**src/frm_pkg.sv**
```systemverilog
package frm_pkg;

  // Overvoltage persistence delay and derived cycle count at 40 MHz.
  localparam int unsigned OV_PERSIST_DELAY_US = 10;
  localparam int unsigned CLK_MHZ             = 40;
  localparam int unsigned OV_PERSIST_CYC      = OV_PERSIST_DELAY_US * CLK_MHZ;
  localparam int unsigned STARTUP_CYC         = 16;
  localparam int unsigned CNT_W               = 16;

  typedef enum logic [1:0] {
    FRM_ST_RESET   = 2'b00,
    FRM_ST_STARTUP = 2'b01,
    FRM_ST_RUN     = 2'b10
  } frm_state_e;

  // Raw detector levels, all active high.
  typedef struct packed {
    logic catch_diode_missing;
    logic switch_current_limit;
    logic input_supply_uv;
    logic bandgap_one_uv;
    logic bandgap_two_uv;
    logic vcc_uv;
    logic vcc_short;
    logic charge_pump_one_uv;
    logic charge_pump_one_ov;
    logic charge_pump_two_uv;
  } frm_faults_s;

  typedef struct packed {
    logic master_reset;
    logic power_on_reset_out;
    logic fault_flag_out;
    logic output_enable_indication;
    logic regulators_on;
    logic isolators_on;
    logic spi_enable;
    logic watchdog_enable;
  } frm_outs_s;

endpackage

```
**src/frm_sync.sv**
```systemverilog
`timescale 1ns/1ps
module frm_sync #(
  parameter int unsigned W = 1
) (
  input  wire logic         core_clk_i,
  input  wire logic         rst_b_i,
  input  wire logic [W-1:0] d_i,
  output logic      [W-1:0] q_o
);
  typedef struct packed {
    logic [W-1:0] meta;
    logic [W-1:0] stab;
  } frm_sync_s;

  frm_sync_s st_r;
  frm_sync_s st_nxt;

  always_comb begin
    st_nxt.meta = d_i;
    st_nxt.stab = st_r.meta;
  end

  always_ff @(posedge core_clk_i or negedge rst_b_i) begin
    if (!rst_b_i) begin
      st_r <= '0;
    end else begin
      st_r <= st_nxt;
    end
  end

  assign q_o = st_r.stab;
endmodule

```
**src/frm_fault_response_manager.sv**
```systemverilog
`timescale 1ns/1ps
// Notes on behaviour
// - Missing catch diode, seen once, latches master reset; everything off.
// - Switch-node current over limit latches master reset; same all-off response.
// - Persistent pump-one overvoltage drops fault flag only, unlatched.
// - Supply, bandgap, internal-supply or pump-one undervoltage forces unlatched reset.
// - Pump-two undervoltage drops isolators, fault flag and output-enable only.
module frm_fault_response_manager #(
  parameter int unsigned OV_PERSIST_CYC = frm_pkg::OV_PERSIST_CYC,
  parameter int unsigned STARTUP_CYC    = frm_pkg::STARTUP_CYC
) (
  input  wire logic                 core_clk_i,
  input  wire logic                 rst_b_i,
  input  wire frm_pkg::frm_faults_s faults_i,
  input  wire logic                 enable_i,
  output frm_pkg::frm_outs_s        outs_o
);

  // Every output bit lives in this state, so each one leaves the block on a flop.
  // The counters are wide enough for the full persistence delay at the core clock.
  typedef struct packed {
    frm_pkg::frm_state_e       state;
    logic                      latched;
    logic                      en_prev;
    logic [frm_pkg::CNT_W-1:0] ov_cnt;
    logic                      ov_flag;
    logic [frm_pkg::CNT_W-1:0] st_cnt;
    frm_pkg::frm_outs_s        outs;
  } frm_state_s;

  localparam int unsigned NSYNC = $bits(frm_pkg::frm_faults_s) + 1;
  localparam logic [frm_pkg::CNT_W-1:0] OV_LIM = frm_pkg::CNT_W'(OV_PERSIST_CYC);
  localparam logic [frm_pkg::CNT_W-1:0] ST_LIM = frm_pkg::CNT_W'(STARTUP_CYC);

  frm_state_s           st_r;
  frm_state_s           st_nxt;
  logic [NSYNC-1:0]     sync_q;
  frm_pkg::frm_faults_s flt;
  logic                 en_s;
  logic                 nonlatched_rst;
  logic                 latch_evt;
  logic                 latch_clr;
  logic                 hold_reset;
  logic                 start_ok;

  // Detectors and enable come from analog blocks outside the clock domain.
  // One bank for all of them keeps their latency equal, so causes and clears stay in order.
  // A detector pulse shorter than one clock period may be missed by this bank.
  frm_sync #(
    .W (NSYNC)
  ) u_sync (
    .core_clk_i (core_clk_i),
    .rst_b_i    (rst_b_i),
    .d_i        ({faults_i, enable_i}),
    .q_o        (sync_q)
  );

  assign flt = frm_pkg::frm_faults_s'(sync_q[NSYNC-1:1]);
  assign en_s = sync_q[0];

  always_comb begin
    st_nxt = st_r;

    // Causes of the unlatched reset mode; the device restarts once all are gone.
    nonlatched_rst = flt.input_supply_uv
                   | flt.bandgap_one_uv
                   | flt.bandgap_two_uv
                   | flt.vcc_uv
                   | flt.vcc_short
                   | flt.charge_pump_one_uv;

    // Catch-diode and switch-current-limit faults need only one sampled detection to latch.
    latch_evt = flt.catch_diode_missing
              | flt.switch_current_limit;

    // A power cycle is a falling enable or the input supply dropping out.
    latch_clr = (st_r.en_prev && !en_s)
              | flt.input_supply_uv;
    st_nxt.en_prev = en_s;

    // A fresh detection wins over a clear in the same cycle.
    if (latch_evt) begin
      st_nxt.latched = 1'b1;
    end else if (latch_clr) begin
      st_nxt.latched = 1'b0;
    end

    // Anything that keeps the device in reset mode, latched or not.
    hold_reset = nonlatched_rst || latch_evt || st_r.latched || !en_s;
    start_ok   = !nonlatched_rst && !st_nxt.latched && !latch_evt && en_s;

    // Overvoltage must persist for the full delay before the flag drops.
    // The count saturates, so a long overvoltage never wraps and re-arms the flag.
    if (!flt.charge_pump_one_ov) begin
      st_nxt.ov_cnt  = '0;
      st_nxt.ov_flag = 1'b0;
    end else if (st_r.ov_cnt >= OV_LIM) begin
      st_nxt.ov_flag = 1'b1;
    end else begin
      st_nxt.ov_cnt = st_r.ov_cnt + 1'b1;
    end

    case (st_r.state)
      frm_pkg::FRM_ST_RESET: begin
        // Reset mode is left only through a full startup, never straight to run.
        st_nxt.st_cnt = '0;
        if (start_ok) begin
          st_nxt.state = frm_pkg::FRM_ST_STARTUP;
        end
      end

      frm_pkg::FRM_ST_STARTUP: begin
        // The count runs one step past the limit, so startup lasts one edge longer.
        st_nxt.st_cnt = st_r.st_cnt + 1'b1;
        if (st_r.st_cnt >= ST_LIM) begin
          st_nxt.state = frm_pkg::FRM_ST_RUN;
        end
      end

      frm_pkg::FRM_ST_RUN: begin
        // Run is left only through the forced return to reset below.
        st_nxt.st_cnt = '0;
      end

      default: begin
        st_nxt.state = frm_pkg::FRM_ST_RESET;
      end
    endcase

    // This comes last so that any reset cause beats the mode decode above.
    if (hold_reset) begin
      st_nxt.state = frm_pkg::FRM_ST_RESET;
    end

    // Output decode from the next state so outputs sit straight on flops.
    // This costs no latency: the outputs move on the same edge as the mode.
    st_nxt.outs.master_reset = nonlatched_rst || st_nxt.latched;
    case (st_nxt.state)
      frm_pkg::FRM_ST_RESET: begin
        st_nxt.outs.power_on_reset_out       = 1'b0;
        st_nxt.outs.fault_flag_out           = 1'b0;
        st_nxt.outs.output_enable_indication = 1'b0;
        st_nxt.outs.regulators_on            = 1'b0;
        st_nxt.outs.isolators_on             = 1'b0;
        st_nxt.outs.spi_enable               = 1'b0;
        st_nxt.outs.watchdog_enable          = 1'b0;
      end

      frm_pkg::FRM_ST_STARTUP: begin
        // Only the rails come up here; the host sees reset until run mode.
        st_nxt.outs.power_on_reset_out       = 1'b0;
        st_nxt.outs.fault_flag_out           = 1'b0;
        st_nxt.outs.output_enable_indication = 1'b0;
        st_nxt.outs.regulators_on            = 1'b1;
        st_nxt.outs.isolators_on             = 1'b0;
        st_nxt.outs.spi_enable               = 1'b0;
        st_nxt.outs.watchdog_enable          = 1'b0;
      end

      frm_pkg::FRM_ST_RUN: begin
        st_nxt.outs.power_on_reset_out       = 1'b1;
        st_nxt.outs.fault_flag_out = !(flt.charge_pump_two_uv || st_nxt.ov_flag);
        st_nxt.outs.output_enable_indication = !flt.charge_pump_two_uv;
        st_nxt.outs.regulators_on            = 1'b1;
        st_nxt.outs.isolators_on             = !flt.charge_pump_two_uv;
        st_nxt.outs.spi_enable               = 1'b1;
        st_nxt.outs.watchdog_enable          = 1'b1;
      end

      default: begin
        st_nxt.outs.power_on_reset_out       = 1'b0;
        st_nxt.outs.fault_flag_out           = 1'b0;
        st_nxt.outs.output_enable_indication = 1'b0;
        st_nxt.outs.regulators_on            = 1'b0;
        st_nxt.outs.isolators_on             = 1'b0;
        st_nxt.outs.spi_enable               = 1'b0;
        st_nxt.outs.watchdog_enable          = 1'b0;
      end
    endcase
  end

  always_ff @(posedge core_clk_i or negedge rst_b_i) begin
    if (!rst_b_i) begin
      // Master power-on reset: reset mode with the master reset indication raised.
      st_r.state                         <= frm_pkg::FRM_ST_RESET;
      st_r.latched                       <= 1'b0;
      st_r.en_prev                       <= 1'b0;
      st_r.ov_cnt                        <= '0;
      st_r.ov_flag                       <= 1'b0;
      st_r.st_cnt                        <= '0;
      st_r.outs.master_reset             <= 1'b1;
      st_r.outs.power_on_reset_out       <= 1'b0;
      st_r.outs.fault_flag_out           <= 1'b0;
      st_r.outs.output_enable_indication <= 1'b0;
      st_r.outs.regulators_on            <= 1'b0;
      st_r.outs.isolators_on             <= 1'b0;
      st_r.outs.spi_enable               <= 1'b0;
      st_r.outs.watchdog_enable          <= 1'b0;
    end else begin
      st_r <= st_nxt;
    end
  end

  assign outs_o = st_r.outs;

endmodule

```
**config.mk**
```make
export PLATFORM = sky130hd
export DESIGN_NAME = frm_fault_response_manager
export DESIGN_NICKNAME = d
export VERILOG_FILES = /design/src/frm_pkg.sv /design/src/frm_sync.sv /design/src/frm_fault_response_manager.sv
export SDC_FILE = /design/constraint.sdc
export NUM_CORES = 1
export LEC_CHECK = 0
export BUFFER_PORTS_ARGS = -buffer_cell sky130_fd_sc_hd__buf_2
export CORE_UTILIZATION = 55
export CTS_BUF_LIST = sky130_fd_sc_hd__clkbuf_8
export CTS_CLUSTER_DIAMETER = 30
export DETAILED_ROUTE_END_ITERATION = 10
export PLACE_DENSITY = 0.82
export SYNTH_ARGS = -nofsm -noshare
export SYNTH_HDL_FRONTEND = slang
export SYNTH_SLANG_ARGS = --single-unit
```
**constraint.sdc**
```tcl
create_clock -name core_clk_i -period 2.8 [get_ports core_clk_i]
set_clock_uncertainty 0.1 [all_clocks]
set_input_delay 0.7 -clock core_clk_i [delete_from_list [all_inputs] [get_ports core_clk_i]]
set_output_delay 0.7 -clock core_clk_i [all_outputs]
set_load 0.01 [all_outputs]
```
==> flow_summary.ini <==
[clocking]
htree_levels = 3
cts_tree = yes
cts_setup_buffers = 0
cts_hold_buf = 0
insertion_delay_ns = 0.34
clk_path_buf_depth = 2
numCtsBuffers = 9
path_clk_slew_ns = 0.07
cts-root-buf = clkbuf_8
cts_resized = 0
cts_sinks = 64

[worst_setup_path]
r2r_slack_ns = 0.57
worst-path-max-fanout = 3
worst-setup-path-type = reg2reg
reg2reg_to = outs_o[5]
required_ns = 2.96
cp-end-kind = register
worstReg2RegStart = u_sync.q_o[6]
r2r_cells = 7
start_kind = register
crit_start = u_sync.q_o[6]
cp.arrival_ns = 2.39

[routing]
drtAntennaViolNets = 0
remaining_drc_errors = 0
vias = 1575
drtPass1Iterations = 6
wl_mm = 4.10
vias_per_cell = 5.45
avgRoutedWirePerCell_um = 14.2
first_iter_violations = 168

[global_route]
antenna_found_initial = 0
grtUsageTotal = 0.193
grt_pass1_vias = 1575
grt_max_degree = 29
grt-ovfl-total = 0
grt_pass1_wl_mm = 7.19

[synth]
yosysSeqAreaShare = 0.610
synth_edf_count = 0
synth_commonest_cells = 63 x dfrtp_1, 19 x and2_1, 10 x inv_1
yosysWarnings = 0
synthTopCellsByArea = dfrtp_1 60%, and2_1 4.5%, ha_1 2.9%
ys_types = 42
syn_area_mm2 = 0.00263
ys_seq_elements = 64
synth_top_flop_cell = dfrtp_1
synth_top_area_share = 0.600
synthCells = 210
yosys.cell_count.top_type = dfrtp_1
async_flop_share = 1.00
yosys.area.top_type = dfrtp_1
syn_avg_cell_area_um2 = 12.5
synth_fp_nets = 229

[placed_design]
dp_hpwl_mm = 2.74
place.gp.congestion = 0.767
place_area_mm2 = 0.00273
numPortBuffers = 20

[floorplanning]
pin_count = 21
core_region_area_mm2 = 0.00447
initial_utilization = 0.587
dieHeight_um = 71.1
die_x_um = 71.1
dieArea_mm2 = 0.00506
fp-row-count = 24

[timing]
setup_tns_ns = 0
rsz0062_at_grt = no
tightest_slew_ns = 0.602
timing_hold_violations_final = 0
final-max-slew-violation-count = 0
period_minus_slack_ns = 2.23
finalSetupViolations = 0
relSlewSlack = 0.599
timing.final.crit_share = 0.796
max_clock_freq_mhz = 449

[final_layout]
syn_to_final_growth_pct = 11.1
nNetsFinal = 251
design_area_mm2 = 0.00292
drive_gt1_frac = 0.203
antennaDiodeCount = 0

[power_and_ir_drop]
p_clk_frac = 0.413
swShare = 0.234
p_leak_nw = 1.41
netSwitchingPower_mw = 0.398
ir_drop_mv = 0.445
combPwrFrac = 0.025
power_density_mw_per_mm2 = 584
p_seq_frac = 0.562
p_int_mw = 1.31

[min_path]
hold_path_end = u_sync.q_o[5]
hold_depth = 0
holdCritPathClass = reg2reg
holdCritStartpoint = u_sync.st_nxt[5]

[flow_run]
cap_violations = 0

[run_status]
status = completed
[layout by cell type, fill, tap and decap left out, drive strengths merged, types with 2 or more instances in the layout]
| master | netlist | final |
|---|---|---|
| buf | 9 | 22 |
| a21oi | 3 | 3 |
| inv | 10 | 10 |
| a21boi | 3 | 3 |
| ha | 6 | 6 |
| nand3 | 7 | 7 |
| clkbuf | 2 | 10 |
| nor4 | 10 | 10 |
| nor2b | 3 | 3 |
| and2 | 20 | 20 |
| and3b | 2 | 2 |
| and4 | 2 | 2 |
| nand2 | 8 | 8 |
| clkinvlp | 0 | 3 |
| dfrtp | 63 | 63 |
| nor2 | 5 | 5 |
| o21ai | 5 | 5 |
| nor3 | 6 | 6 |
| o21a | 2 | 2 |
| mux2i | 3 | 3 |
| nand2b | 3 | 3 |
| or3 | 5 | 5 |
| xor2 | 8 | 8 |
| nand3b | 2 | 2 |
| nand4 | 6 | 6 |
| clkinv | 0 | 3 |
| xnor2 | 8 | 8 |
[registers in the layout, indices dropped and copies added (netlist names)]
register / flops
outs_o: 5
st_r: 37
u_sync.st_nxt: 11
u_sync.q_o: 11
[worst max-delay path, cell delays in order (launching register included)]
cell	delay, ns
dfrtp_1	0.35
or4_1	0.53
nor3_2	0.17
nand2_1	0.09
a211oi_1	0.39
ha_1	0.21
nor2b_1	0.15
nor2b_1	0.16
[kinds of logic after synthesis]
logic type	count (synthesis)	synth area share
AO/OA/AOI/OAI	18	0.0491
XOR/XNOR	16	0.0534
adder cells (fa/ha/maj)	6	0.0286
buffers and inverters	21	0.0419
flip-flops	64	0.610
multiplexers	3	0.0114
AND/OR/NAND/NOR	82	0.205
[stage by stage]
step	total power [mW]	hold slack (ns)	std cells	util	setup WS, ns
final	1.70	0.249	289	0.652	0.571
after global routing	1.77	0.257	289	0.652	0.335
after CTS	1.73	0.251	289	0.652	0.564
after detailed placement	1.02	0.235	273	0.611	0.579
after global placement	1.02	0.233	273	0.611	0.689
after floorplan	0.984	0.231	210	-	0.777
[power groups by stage]
stage                     Sequential [mW]  Combinational [mW]  Clock [mW]
after floorplan                     0.971              0.0129           0
after global placement              0.974              0.0422           0
after detailed placement            0.975              0.0439           0
after CTS                           0.957              0.0447       0.725
after global routing                0.959              0.0506       0.760
final                               0.957              0.0430       0.703
[layer usage]
layer  vias up  track usage  part of all wire
li1        757            -                 -
met1       767        0.258              0.47
met2        42        0.285              0.47
met3         9       0.0527             0.033
met4         0        0.113             0.022
met5         -            0                 0
[worst max path at each step]
stage / slack [ns] / to
floorplan: 0.78 / outs_o[5]
finish: 0.57 / outs_o[5]
detailed placement: 0.58 / outs_o[5]
global placement: 0.69 / outs_o[5]
CTS: 0.56 / outs_o[5]
global route: 0.33 / outs_o[5]
[final cells by class]
type                    instances  area (um^2)
fillers                       334         1560
repair buffers                 22          115
well taps                      52         65.1
flip-flops and latches         64         1600
clock buffers                  10          138
multi-input cells             125          913
inverters                      10         37.5
clock inverters                 6         45.0
(Power assumes the default switching activity.)
